[src/rtl/aws_pkg.sv]
// Package for the working-register set: widths, depths, reset values and
// the microinstruction field encodings shared by all design files.
// Assumes a single processor clock and control logic that drives the fields.
package aws_pkg;

	// ----------------------------------------------------------------
	// Widths and depths
	// ----------------------------------------------------------------
	localparam int WORD_W = 16;
	localparam int REG_COUNT = 6;
	localparam int BIG_DEPTH = 256;
	localparam int BIG_AW = 8;
	localparam int LIT_DEPTH = 32;
	localparam int LIT_AW = 5;
	localparam int PTR_W = 8;

	// ----------------------------------------------------------------
	// Reset values
	// ----------------------------------------------------------------
	localparam logic [WORD_W-1:0] WORD_RST = 16'h0000;
	localparam logic [BIG_AW-1:0] ADDR_RST = 8'h00;

	// ----------------------------------------------------------------
	// Function control word locations inside the small file
	// ----------------------------------------------------------------
	localparam logic [LIT_AW-1:0] FCW_LO_ADDR = 5'h1e;
	localparam logic [LIT_AW-1:0] FCW_HI_ADDR = 5'h1f;

	// ----------------------------------------------------------------
	// Microinstruction field encodings
	// ----------------------------------------------------------------
	typedef enum logic [2:0] {
		AWS_OP_ADD,
		AWS_OP_SUB,
		AWS_OP_INC_A,
		AWS_OP_PASS_A,
		AWS_OP_PASS_B,
		AWS_OP_AND,
		AWS_OP_OR,
		AWS_OP_XOR
	} aws_op_t;

	typedef enum logic [2:0] {
		AWS_S1_BUS,
		AWS_S1_CAPTURE,
		AWS_S1_COUNTER,
		AWS_S1_SHIFT_STORE,
		AWS_S1_STORE_ENTRY,
		AWS_S1_HOLD,
		AWS_S1_BIG_FILE,
		AWS_S1_LIT_FILE
	} aws_sel1_t;

	typedef enum logic [2:0] {
		AWS_S2_ZERO,
		AWS_S2_STORE_ENTRY,
		AWS_S2_HOLD,
		AWS_S2_SHIFT_EXT,
		AWS_S2_BIG_FILE,
		AWS_S2_LIT_FILE
	} aws_sel2_t;

	typedef enum logic [3:0] {
		AWS_DST_NONE,
		AWS_DST_CAPTURE,
		AWS_DST_COUNTER,
		AWS_DST_SHIFT_STORE,
		AWS_DST_STORE_ENTRY,
		AWS_DST_HOLD,
		AWS_DST_SHIFT_EXT,
		AWS_DST_BIG_FILE,
		AWS_DST_LIT_FILE
	} aws_dest_t;

	typedef enum logic [2:0] {
		AWS_SH_NONE,
		AWS_SH_LEFT,
		AWS_SH_RIGHT,
		AWS_SH_DBL_LEFT,
		AWS_SH_DBL_RIGHT
	} aws_shift_t;

endpackage : aws_pkg

[src/rtl/aws_file_mem.sv]
// Addressable word file with one write port and a registered read port.
// Assumes write and read addresses are stable at the clock edge.
`timescale 1ns/100ps
`default_nettype none
module aws_file_mem #(
	parameter int DEPTH = 32,
	parameter int AW = 5
) (
	input wire logic sys_clk,
	input wire logic rst_b,
	input wire logic wr_en,
	input wire logic [AW-1:0] wr_addr,
	input wire logic [aws_pkg::WORD_W-1:0] wr_data,
	input wire logic [AW-1:0] rd_addr,
	output var logic [aws_pkg::WORD_W-1:0] rd_data_q
);

	logic [aws_pkg::WORD_W-1:0] mem [DEPTH];

	// ----------------------------------------------------------------
	// Storage
	// ----------------------------------------------------------------
	always_ff @(posedge sys_clk)
	begin
		if (wr_en)
		begin
			mem[wr_addr] <= wr_data;
		end
	end

	// ----------------------------------------------------------------
	// Registered read
	// ----------------------------------------------------------------
	always_ff @(posedge sys_clk or negedge rst_b)
	begin
		if (!rst_b)
		begin
			rd_data_q <= aws_pkg::WORD_RST;
		end
		else
		begin
			rd_data_q <= mem[rd_addr];
		end
	end

endmodule : aws_file_mem
`default_nettype wire

[src/rtl/aws_adder.sv]
// Sixteen-bit combinational adder and logic unit.
// Assumes operands come from the two input selectors in the same cycle.
`timescale 1ns/100ps
`default_nettype none
module aws_adder (
	input wire logic [aws_pkg::WORD_W-1:0] a_in,
	input wire logic [aws_pkg::WORD_W-1:0] b_in,
	input wire aws_pkg::aws_op_t op,
	output logic [aws_pkg::WORD_W-1:0] sum,
	output logic carry_out
);

	logic [aws_pkg::WORD_W:0] wide;

	always_comb
	begin
		wide = {1'b0, aws_pkg::WORD_RST};
		unique case (op)
			aws_pkg::AWS_OP_ADD: wide = {1'b0, a_in} + {1'b0, b_in};
			aws_pkg::AWS_OP_SUB: wide = {1'b0, a_in} + {1'b0, ~b_in} + 17'h00001;
			aws_pkg::AWS_OP_INC_A: wide = {1'b0, a_in} + 17'h00001;
			aws_pkg::AWS_OP_PASS_A: wide = {1'b0, a_in};
			aws_pkg::AWS_OP_PASS_B: wide = {1'b0, b_in};
			aws_pkg::AWS_OP_AND: wide = {1'b0, a_in & b_in};
			aws_pkg::AWS_OP_OR: wide = {1'b0, a_in | b_in};
			aws_pkg::AWS_OP_XOR: wide = {1'b0, a_in ^ b_in};
		endcase
		sum = wide[aws_pkg::WORD_W-1:0];
		carry_out = wide[aws_pkg::WORD_W];
	end

endmodule : aws_adder
`default_nettype wire

[src/rtl/aws_working_regs.sv]
// Working-register set with two addressable files feeding the adder.
// Assumes the microinstruction control drives selector, destination and
// shift fields each cycle, and supplies both file pointers.
`timescale 1ns/100ps
`default_nettype none
module aws_working_regs (
	input wire logic sys_clk,
	input wire logic rst_b,
	input wire logic [aws_pkg::WORD_W-1:0] bus_word,
	input wire logic [aws_pkg::WORD_W-1:0] xlat_word,
	input wire logic big_file_mode,
	input wire logic [aws_pkg::PTR_W-1:0] wide_ptr,
	input wire logic [aws_pkg::PTR_W-1:0] little_ptr,
	input wire aws_pkg::aws_sel1_t operand_one_select,
	input wire aws_pkg::aws_sel2_t operand_two_select,
	input wire aws_pkg::aws_op_t adder_op,
	input wire aws_pkg::aws_dest_t dest_select,
	input wire aws_pkg::aws_shift_t shift_cmd,
	input wire logic shift_fill,
	output var logic [aws_pkg::WORD_W-1:0] result_q,
	output var logic carry_q,
	output var logic zero_q,
	output var logic [aws_pkg::WORD_W-1:0] io_word_q,
	output var logic [aws_pkg::WORD_W-1:0] counter_word_q,
	output var logic [aws_pkg::WORD_W-1:0] function_control_word_lo_q,
	output var logic [aws_pkg::WORD_W-1:0] function_control_word_hi_q
);

	// ----------------------------------------------------------------
	// Declarations
	// ----------------------------------------------------------------
	// six working registers
	logic [aws_pkg::WORD_W-1:0] capture_q;
	logic [aws_pkg::WORD_W-1:0] counter_q;
	logic [aws_pkg::WORD_W-1:0] shift_store_q;
	logic [aws_pkg::WORD_W-1:0] store_entry_q;
	logic [aws_pkg::WORD_W-1:0] hold_q;
	logic [aws_pkg::WORD_W-1:0] shift_ext_q;
	logic [aws_pkg::WORD_W-1:0] operand_one_selector;
	logic [aws_pkg::WORD_W-1:0] operand_two_selector;
	logic [aws_pkg::WORD_W-1:0] result_selector;
	logic [aws_pkg::WORD_W-1:0] adder_sum;
	logic adder_carry;
	logic [aws_pkg::WORD_W-1:0] big_rd_data;
	logic [aws_pkg::WORD_W-1:0] lit_rd_data;
	logic [aws_pkg::WORD_W-1:0] big_bus;
	logic [aws_pkg::LIT_AW-1:0] lit_addr;
	logic wr_pend_q;
	logic wr_big_q;
	logic [aws_pkg::BIG_AW-1:0] wr_addr_q;
	logic big_wr_en;
	logic lit_wr_en;
	logic [aws_pkg::WORD_W*2-1:0] pair_word;

	function automatic logic dest_is(input aws_pkg::aws_dest_t d, input aws_pkg::aws_dest_t w);
		dest_is = (d == w);
	endfunction : dest_is

	// ----------------------------------------------------------------
	// File addressing
	// ----------------------------------------------------------------
	// low five bits
	assign lit_addr = little_ptr[aws_pkg::LIT_AW-1:0];

	assign big_bus = big_file_mode ? xlat_word : big_rd_data;

	// ----------------------------------------------------------------
	// Operand selectors
	// ----------------------------------------------------------------
	always_comb
	begin
		operand_one_selector = aws_pkg::WORD_RST;
		unique case (operand_one_select)
			aws_pkg::AWS_S1_BUS: operand_one_selector = bus_word;
			aws_pkg::AWS_S1_CAPTURE: operand_one_selector = capture_q;
			aws_pkg::AWS_S1_COUNTER: operand_one_selector = counter_q;
			aws_pkg::AWS_S1_SHIFT_STORE: operand_one_selector = shift_store_q;
			aws_pkg::AWS_S1_STORE_ENTRY: operand_one_selector = store_entry_q;
			aws_pkg::AWS_S1_HOLD: operand_one_selector = hold_q;
			aws_pkg::AWS_S1_BIG_FILE: operand_one_selector = big_bus;
			aws_pkg::AWS_S1_LIT_FILE: operand_one_selector = lit_rd_data;
		endcase
	end

	always_comb
	begin
		operand_two_selector = aws_pkg::WORD_RST;
		unique case (operand_two_select)
			aws_pkg::AWS_S2_ZERO: operand_two_selector = aws_pkg::WORD_RST;
			aws_pkg::AWS_S2_STORE_ENTRY: operand_two_selector = store_entry_q;
			aws_pkg::AWS_S2_HOLD: operand_two_selector = hold_q;
			aws_pkg::AWS_S2_SHIFT_EXT: operand_two_selector = shift_ext_q;
			aws_pkg::AWS_S2_BIG_FILE: operand_two_selector = big_bus;
			aws_pkg::AWS_S2_LIT_FILE: operand_two_selector = lit_rd_data;
			default: operand_two_selector = aws_pkg::WORD_RST;
		endcase
	end

	// ----------------------------------------------------------------
	// Adder and result selector
	// ----------------------------------------------------------------
	aws_adder u_adder (
		.a_in(operand_one_selector),
		.b_in(operand_two_selector),
		.op(adder_op),
		.sum(adder_sum),
		.carry_out(adder_carry)
	);

	assign result_selector = adder_sum;

	always_ff @(posedge sys_clk or negedge rst_b)
	begin
		if (!rst_b)
		begin
			result_q <= aws_pkg::WORD_RST;
			carry_q <= 1'b0;
			zero_q <= 1'b0;
		end
		else
		begin
			result_q <= result_selector;
			carry_q <= adder_carry;
			zero_q <= (result_selector == aws_pkg::WORD_RST);
		end
	end

	// ----------------------------------------------------------------
	// Capture register
	// ----------------------------------------------------------------
	always_ff @(posedge sys_clk or negedge rst_b)
	begin
		if (!rst_b)
		begin
			capture_q <= aws_pkg::WORD_RST;
		end
		else if (dest_is(dest_select, aws_pkg::AWS_DST_CAPTURE))
		begin
			capture_q <= operand_one_selector;
		end
	end

	// ----------------------------------------------------------------
	// Counter, store entry and hold registers
	// ----------------------------------------------------------------
	always_ff @(posedge sys_clk or negedge rst_b)
	begin
		if (!rst_b)
		begin
			counter_q <= aws_pkg::WORD_RST;
		end
		else if (dest_is(dest_select, aws_pkg::AWS_DST_COUNTER))
		begin
			counter_q <= result_selector;
		end
	end

	always_ff @(posedge sys_clk or negedge rst_b)
	begin
		if (!rst_b)
		begin
			store_entry_q <= aws_pkg::WORD_RST;
		end
		else if (dest_is(dest_select, aws_pkg::AWS_DST_STORE_ENTRY) ||
			dest_is(dest_select, aws_pkg::AWS_DST_BIG_FILE) ||
			dest_is(dest_select, aws_pkg::AWS_DST_LIT_FILE))
		begin
			store_entry_q <= result_selector;
		end
	end

	always_ff @(posedge sys_clk or negedge rst_b)
	begin
		if (!rst_b)
		begin
			hold_q <= aws_pkg::WORD_RST;
		end
		else if (dest_is(dest_select, aws_pkg::AWS_DST_HOLD))
		begin
			hold_q <= result_selector;
		end
	end

	// ----------------------------------------------------------------
	// Shift store and shift extension pair
	// ----------------------------------------------------------------
	// Extension is the high half, shift store the low half
	assign pair_word = {shift_ext_q, shift_store_q};

	always_ff @(posedge sys_clk or negedge rst_b)
	begin
		if (!rst_b)
		begin
			shift_store_q <= aws_pkg::WORD_RST;
		end
		else if (dest_is(dest_select, aws_pkg::AWS_DST_SHIFT_STORE))
		begin
			shift_store_q <= result_selector;
		end
		else
		begin
			unique case (shift_cmd)
				aws_pkg::AWS_SH_NONE: shift_store_q <= shift_store_q;
				aws_pkg::AWS_SH_LEFT: shift_store_q <= {shift_store_q[14:0], shift_fill};
				aws_pkg::AWS_SH_RIGHT: shift_store_q <= {shift_fill, shift_store_q[15:1]};
				aws_pkg::AWS_SH_DBL_LEFT: shift_store_q <= {shift_store_q[14:0], shift_fill};
				aws_pkg::AWS_SH_DBL_RIGHT: shift_store_q <= pair_word[16:1];
				default: shift_store_q <= shift_store_q;
			endcase
		end
	end

	always_ff @(posedge sys_clk or negedge rst_b)
	begin
		if (!rst_b)
		begin
			shift_ext_q <= aws_pkg::WORD_RST;
		end
		else if (dest_is(dest_select, aws_pkg::AWS_DST_SHIFT_EXT))
		begin
			shift_ext_q <= result_selector;
		end
		else
		begin
			unique case (shift_cmd)
				aws_pkg::AWS_SH_DBL_LEFT: shift_ext_q <= pair_word[30:15];
				aws_pkg::AWS_SH_DBL_RIGHT: shift_ext_q <= {shift_fill, shift_ext_q[15:1]};
				default: shift_ext_q <= shift_ext_q;
			endcase
		end
	end

	// ----------------------------------------------------------------
	// Deferred file write from the store entry register
	// ----------------------------------------------------------------
	always_ff @(posedge sys_clk or negedge rst_b)
	begin
		if (!rst_b)
		begin
			wr_pend_q <= 1'b0;
			wr_big_q <= 1'b0;
			wr_addr_q <= aws_pkg::ADDR_RST;
		end
		else
		begin
			wr_pend_q <= dest_is(dest_select, aws_pkg::AWS_DST_BIG_FILE) ||
				dest_is(dest_select, aws_pkg::AWS_DST_LIT_FILE);
			wr_big_q <= dest_is(dest_select, aws_pkg::AWS_DST_BIG_FILE);
			wr_addr_q <= dest_is(dest_select, aws_pkg::AWS_DST_BIG_FILE) ?
				wide_ptr : {3'h0, lit_addr};
		end
	end

	assign big_wr_en = wr_pend_q && wr_big_q;
	assign lit_wr_en = wr_pend_q && !wr_big_q;

	// ----------------------------------------------------------------
	// Files
	// ----------------------------------------------------------------
	// full wide pointer
	aws_file_mem #(
		.DEPTH(aws_pkg::BIG_DEPTH),
		.AW(aws_pkg::BIG_AW)
	) u_big_file (
		.sys_clk(sys_clk),
		.rst_b(rst_b),
		.wr_en(big_wr_en),
		.wr_addr(wr_addr_q),
		.wr_data(store_entry_q),
		.rd_addr(wide_ptr),
		.rd_data_q(big_rd_data)
	);

	aws_file_mem #(
		.DEPTH(aws_pkg::LIT_DEPTH),
		.AW(aws_pkg::LIT_AW)
	) u_lit_file (
		.sys_clk(sys_clk),
		.rst_b(rst_b),
		.wr_en(lit_wr_en),
		.wr_addr(wr_addr_q[aws_pkg::LIT_AW-1:0]),
		.wr_data(store_entry_q),
		.rd_addr(lit_addr),
		.rd_data_q(lit_rd_data)
	);

	// ----------------------------------------------------------------
	// Function control word mirror
	// ----------------------------------------------------------------
	always_ff @(posedge sys_clk or negedge rst_b)
	begin
		if (!rst_b)
		begin
			function_control_word_lo_q <= aws_pkg::WORD_RST;
			function_control_word_hi_q <= aws_pkg::WORD_RST;
		end
		else if (lit_wr_en)
		begin
			if (wr_addr_q[aws_pkg::LIT_AW-1:0] == aws_pkg::FCW_LO_ADDR)
			begin
				function_control_word_lo_q <= store_entry_q;
			end
			if (wr_addr_q[aws_pkg::LIT_AW-1:0] == aws_pkg::FCW_HI_ADDR)
			begin
				function_control_word_hi_q <= store_entry_q;
			end
		end
	end

	// ----------------------------------------------------------------
	// Outward copies
	// ----------------------------------------------------------------
	always_ff @(posedge sys_clk or negedge rst_b)
	begin
		if (!rst_b)
		begin
			io_word_q <= aws_pkg::WORD_RST;
			counter_word_q <= aws_pkg::WORD_RST;
		end
		else
		begin
			if (dest_is(dest_select, aws_pkg::AWS_DST_HOLD))
			begin
				io_word_q <= result_selector;
			end
			if (dest_is(dest_select, aws_pkg::AWS_DST_COUNTER))
			begin
				counter_word_q <= result_selector;
			end
		end
	end

endmodule : aws_working_regs
`default_nettype wire

[config.mk]
export PLATFORM = sky130hd
export DESIGN_NAME = aws_working_regs
export DESIGN_NICKNAME = d
export VERILOG_FILES = /design/src/rtl/aws_pkg.sv /design/src/rtl/aws_file_mem.sv /design/src/rtl/aws_adder.sv /design/src/rtl/aws_working_regs.sv
export SDC_FILE = /design/constraint.sdc
export NUM_CORES = 2
export LEC_CHECK = 0
export BUFFER_PORTS_ARGS = -buffer_cell sky130_fd_sc_hd__buf_2
export CAP_MARGIN = 40
export CORE_UTILIZATION = 35
export DETAILED_ROUTE_END_ITERATION = 7
export GPL_TIMING_DRIVEN = 0
export HOLD_SLACK_MARGIN = 0.1
export PLACE_DENSITY = 0.58
export SKIP_LAST_GASP = 1
export SYNTH_ARGS = -nofsm -noshare
export SYNTH_HDL_FRONTEND = slang
export SYNTH_HIERARCHICAL = 1
export SYNTH_MEMORY_MAX_BITS = 65536
export SYNTH_SLANG_ARGS = --single-unit
[constraint.sdc]
create_clock -name sys_clk -period 6.15 [get_ports sys_clk]
set_input_delay 0.615 -clock sys_clk [delete_from_list [all_inputs] [get_ports sys_clk]]
set_output_delay 0.615 -clock sys_clk [all_outputs]
set_load 0.1 [all_outputs]
---- After elaboration in Yosys (flattened, before gate mapping) ----
Memory sizes are Yosys's and may differ from the RTL's. A register that Yosys moved wholly into a read port is not among the register bits.
Cells that the tools add are included.
cells by class
  $add $sub $neg .......................... 4
  equality and inequality tests ........... 33
  muxes and demuxes ....................... 13
  bitwise logic cells ..................... 4
  reduce and logical (&&, ||, !) cells .... 16
operators with widths
  cell                   count
  $pmux 17 s8            1
  $pmux 16 s8            1
  $pmux 16 s5            1
  $mux 16                3
  $pmux 16 s3            1
  $add 16x16->17         2
  $eq 3x3->1 const B     11
  $pmux 16 s2            1
  $eq 3x2->1 const B     8
  $add 16x1->17 const B  1
  $add 17x1->17 const B  1
  $and 16x16->16         1
  $eq 4x3->1 const B     4
  $logic_not 16->1       1
  $not 16->16            1
  $or 16x16->16          1
  $xor 16x16->16         1
  $eq 3x1->1 const B     4
  $eq 5x5->1 const B     2
  $eq 4x2->1 const B     2
  $mux 8                 1
  $logic_not 3->1        2
  $eq 4x1->1 const B     1
  $eq 4x4->1 const B     1
  other kinds (8)        17
storage, ports and cells
  register bits ........................... 156
  bits in writable memories ............... 4608
  input bits .............................. 68
  output and inout port bits .............. 82
  memories ................................ 2
memory list
  memory          depth  width  rd ports  clocked after memory_dff  write ports  RTL line            RTL
  u_big_file.mem  256    16     1         1                         1            aws_file_mem.sv:18  logic [aws_pkg::WORD_W-1:0] mem [DEPTH];
  u_lit_file.mem  32     16     1         1                         1            aws_file_mem.sv:18

---- Longest topological paths before layout ----
  depth after elaboration ................. 7
  depth in mapped cells ................... 20
  mapped depth without buffers ............ 18

---- Hierarchy ----
Netlist, hierarchy kept.
by module, submodules not included
  module                     instances  cells each  area an instance (µm²)  sequential area each (µm²)
  aws_file_mem (u_big_file)  1          7360        158796.0                123398.3
  aws_file_mem (u_lit_file)  1          1143        20614.8                 15775.1
  aws_working_regs           1          792         8471.9                  3903.7
  aws_adder                  1          423         3031.7                  0.0

---- Worst setup path before layout ----
No wires, ideal clock.
  kind .................................... reg-to-reg
  start ................................... register store_entry_q[6] (netlist bit)
  end ..................................... register zero_q
  arrival ................................. 6.590 ns
  setup slack ............................. -0.561 ns
  cell stages (with the launch flop) ...... 17
  buffers on the path ..................... 1
  path through ............................ dfrtp_1 > or3b_2 > o211ai_1 > nor3_1 > nor2_1 > inv_1 > ha_1 > buf_2 > inv_1 > a21oi_1 > o21ai_0 > a221oi_1 > xnor2_1 > a21oi_1 > a311oi_1 > nor4_1 > and4_1
between the ends
  elaborated cells between the ends (all ways) .. 12
RTL lines
  item                               RTL line                 RTL
  from (decl)                        aws_working_regs.sv:36   logic [aws_pkg::WORD_W-1:0] store_entry_q;
  from (signal assigned)             aws_working_regs.sv:162  store_entry_q <= aws_pkg::WORD_RST;
  from (signal assigned)             aws_working_regs.sv:168  store_entry_q <= result_selector;
  $pmux 16 s8 *                      aws_working_regs.sv:73   unique case (operand_one_select)
  net operand_one_selector, one bit  aws_working_regs.sv:39   logic [aws_pkg::WORD_W-1:0] operand_one_selector;
  $add 16x16->17                     aws_adder.sv:20          aws_pkg::AWS_OP_SUB: wide = {1'b0, a_in} + {1'b0, ~b_in} + 17'h00001;
  $add 17x1->17                      aws_adder.sv:20
  $pmux 17 s8 *                      aws_adder.sv:18          unique case (op)
  net adder_sum, one bit             aws_working_regs.sv:42   logic [aws_pkg::WORD_W-1:0] adder_sum;
  $logic_not 16->1 *                 aws_working_regs.sv:124  zero_q <= (result_selector == aws_pkg::WORD_RST);
  to (signal assigned)               aws_working_regs.sv:124
  to (decl)                          aws_working_regs.sv:22   output var logic zero_q,
The timed path passes the listed nets; every way through them passes the cells marked *.
A chain may end at the register's enable or synchronous reset.

==> results by group <==
Drt
  – DR vias: 107000
  – Initial DRC count: 15600
  – Drt total wl: 627000 µm
  – Initial DRT Pass Iterations: 6
  – Routed WL per cell: 33.8 µm
  – Vias per inst: 5.78
  – Final antenna-violating net count: 0
  – DR DRC count: 0

Final layout
  – P&R area growth vs syn: 18.0%
  – Fin cells: 18500
  – Design area: 225000 µm²
  – Top flop regs: u_big_file/mem (4096), u_lit_file/mem (512)
  – Largest register by flop count: u_big_file/mem
  – Largest register FFs: 4096
  – Layout cells sized above 1: 26.6%
  – Final core utilization: 41.6%
  – Final net count: 11000

Floorplan
  – Die W: 741 µm
  – Initial Utilization: 35.2%
  – Top Ports: 150
  – DIE AREA: 548000 µm²
  – Row count: 270
  – CORE AREA: 542000 µm²
  – Die Y: 741 µm

STA
  – Worst-Margin Slew: 1100 ps
  – Final Hold Vio Count: 0
  – Setup ws final: 448 ps
  – Clock skew: 101 ps
  – Final Setup Violations: 0
  – Slew Viols, Final: 0
  – Relative slew slack: 25.7%
  – Final period util: 92.7%
  – Max Freq: 175 MHz
  – Min cycle time layout: 5700 ps
  – RSZ-0062 raised after global routing: false

Placement
  – Pre-CTS WS: -153 ps
  – Placed cell areas: 209000 µm²
  – Port Buffers: 141
  – Post-DP HPWL: 453000 µm
  – Post-Place Cells: 17600
  – GP Congestion: 0.969

Clock network
  – CTS sink count: 4796
  – Clock transition at the registers of the reported paths: 60 ps
  – CTS tree: done
  – CTS buffer count: 470
  – CTS resizes: 0
  – Htree depth: 5
  – Clk_lat worst skew: 1060 ps
  – Root Driver: clkbuf_16
  – CTS max path bufs: 4

Yosys
  – XOR/XNOR share of the synthesized area: 0.106%
  – Distinct cells, synth: 91
  – Mux share of post-synthesis cell area: 15.3%
  – Asr flop ratio synth: 3.92%
  – Syn Area/Cell: 19.6 µm²
  – Sequential fraction of the synthesis area: 74.9%
  – Largest family of logic cells by synthesized area: multiplexers
  – Simple logic cell fraction of the synthesized area: 2.50%
  – Flip-flop and latch count after synthesis: 4796
  – Post-synth top area cell: edfxtp_1
  – Top FF cell, synth: edfxtp_1
  – Share of the synthesized area in the top cell type: 72.5%
  – Yosys warns: 6
  – Post-Synth Adder-Cell Area: 0.440%
  – Post-Syn Nets: 9852
  – Mapped Area: 191000 µm²
  – Synth top area cells: edfxtp_1 72%, mux4_2 9.5%, mux2i_1 4.6%
  – Post-synth EDFFs: 4608
  – Post-Syn Instances: 9718
  – Post-synthesis compound-gate area fraction: 4.62%

Power
  – Switching share of total power: 27.8%
  – Leak: 73.9 nW
  – Clock power frac: 34.9%
  – Power Total: 83.9 mW
  – Pwr Density: 372 nW/µm²
  – Worst VDD drop: 0.000365 V
  – Gate power share: 15.6%
  – Pint: 60.5 mW
  – Sequential Power Share: 49.5%
  – Net Sw Power: 23.3 mW

Setup path
  – RR Endpoint: shift_ext_q[15]
  – Startpoint type of the worst setup path: primary input
  – R2R setup slack: 600 ps
  – Worst r2r src: store_entry_q[6]
  – CP dominant cell by count: buf_2
  – CP Max Fanout: 12
  – WP data required: 7080 ps
  – R2r worst-path depth: 17
  – Critical path class: in2reg
  – Crit path largest cell delay: 820 ps
  – Crit path from: wide_ptr[1]
  – Crit. End Element: flip-flop
  – CP arrival: 6630 ps
  – Critical path cell sequence: buf_2 > buf_2 > buf_2 > buf_4 > buf_2 > buf_2 > mux4_2 > o22ai_1 > o31ai_1 > o32ai_1 > buf_2 > nor4_1 > buf_2
  – Slowest cell on crit path: o31ai_1

Worst hold path
  – Hold path depth: 5
  – Hold Path Sink: wr_big_q
  – HP Class: in2reg
  – HP Start: dest_select[1]

Status
  – Status: complete, no violations

Job
  – Max Cap Viol: 0

Global route
  – Total GRT Usage: 22.2%
  – Pin count of the biggest net entering global routing: 100
  – GRT overflow: 0
  – Initial antenna violation count: 59
  – Vias in the first global route: 105000
  – First-pass GRT wire length: 853000 µm
==> per-stage QoR <==
stage	setup TNS (ps)	hold slack [ps]
after floorplan	0	319
after global placement	-1459360	461
after detailed placement	-302	469
after CTS	0	109
after global routing	0	208
final	0	186
==> worst max-delay path by stage <==
stage	end	slack, ps	cells past startpoint
2_1_floorplan	store_entry_q[15]	160	9
3_3_place_gp	zero_q	-5990	10
3_5_place_dp	u_big_file/rd_data_q[0]	-150	13
4_1_cts	shift_ext_q[15]	670	19
5_1_grt	shift_ext_q[15]	480	17
6_report	u_big_file/rd_data_q[0]	450	13
==> final cells by class <==
type	instances	area, µm²
well taps	7208	9020
inverters	77	297
diodes	27	67.6
plain buffers	597	3680
multi-input cells	4248	44500
fillers	47300	317000
flip-flops and latches	4796	143000
clock buffers	563	12400
repair buffers	711	8850
clock inverters	312	3240
==> cell usage in the layout, fill, tap and decap left out, types with 32 or more instances in the layout <==
| master | synthesis | routed |
|---|---|---|
| a21oi_1 | 273 | 271 |
| mux2_2 | 193 | 193 |
| inv_1 | 72 | 72 |
| nand4_1 | 49 | 49 |
| nor2_2 | 0 | 239 |
| buf_6 | 90 | 173 |
| o22ai_1 | 178 | 178 |
| a22oi_1 | 125 | 125 |
| dlygate4sd3_1 | 0 | 36 |
| a221oi_1 | 32 | 32 |
| a22o_1 | 71 | 71 |
| buf_1 | 36 | 36 |
| a211oi_1 | 49 | 49 |
| bufinv_16 | 0 | 60 |
| buf_8 | 18 | 264 |
| mux2i_1 | 873 | 873 |
| ha_1 | 64 | 64 |
| o31ai_1 | 52 | 52 |
| nand3_1 | 71 | 71 |
| mux4_2 | 805 | 805 |
| nand2_1 | 171 | 171 |
| o21ai_0 | 87 | 83 |
| nor2_1 | 444 | 203 |
| buf_16 | 0 | 74 |
| buf_2 | 127 | 305 |
| nor3_1 | 126 | 124 |
| o221ai_1 | 255 | 255 |
| dfrtp_1 | 188 | 172 |
| clkinv_1 | 0 | 115 |
| edfxtp_1 | 4608 | 4608 |
| clkbuf_16 | 0 | 477 |
| clkinv_2 | 0 | 87 |
| buf_4 | 53 | 126 |
| nor2b_1 | 43 | 43 |
| clkbuf_1 | 262 | 311 |
==> kinds of logic (layout without fill, tap and decap cells) <==
group                    count (synthesis)  after routing
flip-flops                            4796           4796
multiplexers                          1883           1883
AO/OA/AOI/OAI                         1247           1247
AND/OR/NAND/NOR                       1029           1029
buffers and inverters                  674           2260
adder cells (fa/ha/maj)                 66             66
XOR/XNOR                                23             23
other                                    0             27
==> routing by layer <==
metal,track usage (%),routed length [µm]
met1,30.2,245000
met2,34.5,286000
met3,4.91,65900
met4,9.23,30200
met5,0.262,284
==> Yosys cell counts (87+ instances only) <==
| library cell | instances |
|---|---|
| a21oi_1 | 273 |
| a22oi_1 | 125 |
| buf_2 | 127 |
| buf_6 | 90 |
| clkbuf_1 | 262 |
| dfrtp_1 | 188 |
| edfxtp_1 | 4608 |
| mux2_2 | 193 |
| mux2i_1 | 873 |
| mux4_2 | 805 |
| nand2_1 | 171 |
| nor2_1 | 444 |
| nor3_1 | 126 |
| o21ai_0 | 87 |
| o221ai_1 | 255 |
| o22ai_1 | 178 |
==> critical path, delay by kind of cell <==
| kind | cells | cell delay, ps |
|---|---|---|
| muxes | 1 | 330 |
| buffers and inverters | 8 | 3570 |
| and+or+nand+nor | 1 | 800 |
| AOI/OAI and AO/OA | 3 | 1190 |
==> power by group through the flow <==
| stage | combinational [mW] | clock (mW) | sequential [mW] |
|---|---|---|---|
| finish | 13.1 | 29.3 | 41.5 |
| global route | 13.5 | 30.8 | 41.5 |
| CTS | 13.0 | 29.7 | 41.5 |
| detailed placement | 12.9 | 0 | 42.2 |
| global placement | 6.61 | 0 | 48.0 |
| floorplan | 3.19 | 0 | 45.2 |
==> repair_timing <==
| item | in CTS | in global routing |
|---|---|---|
| hold buffers | 36 | 0 |
| endpoints found under the hold margin | 129 | 0 |
| setup buffers | 0 | 0 |
(Power assumes the default switching activity.)
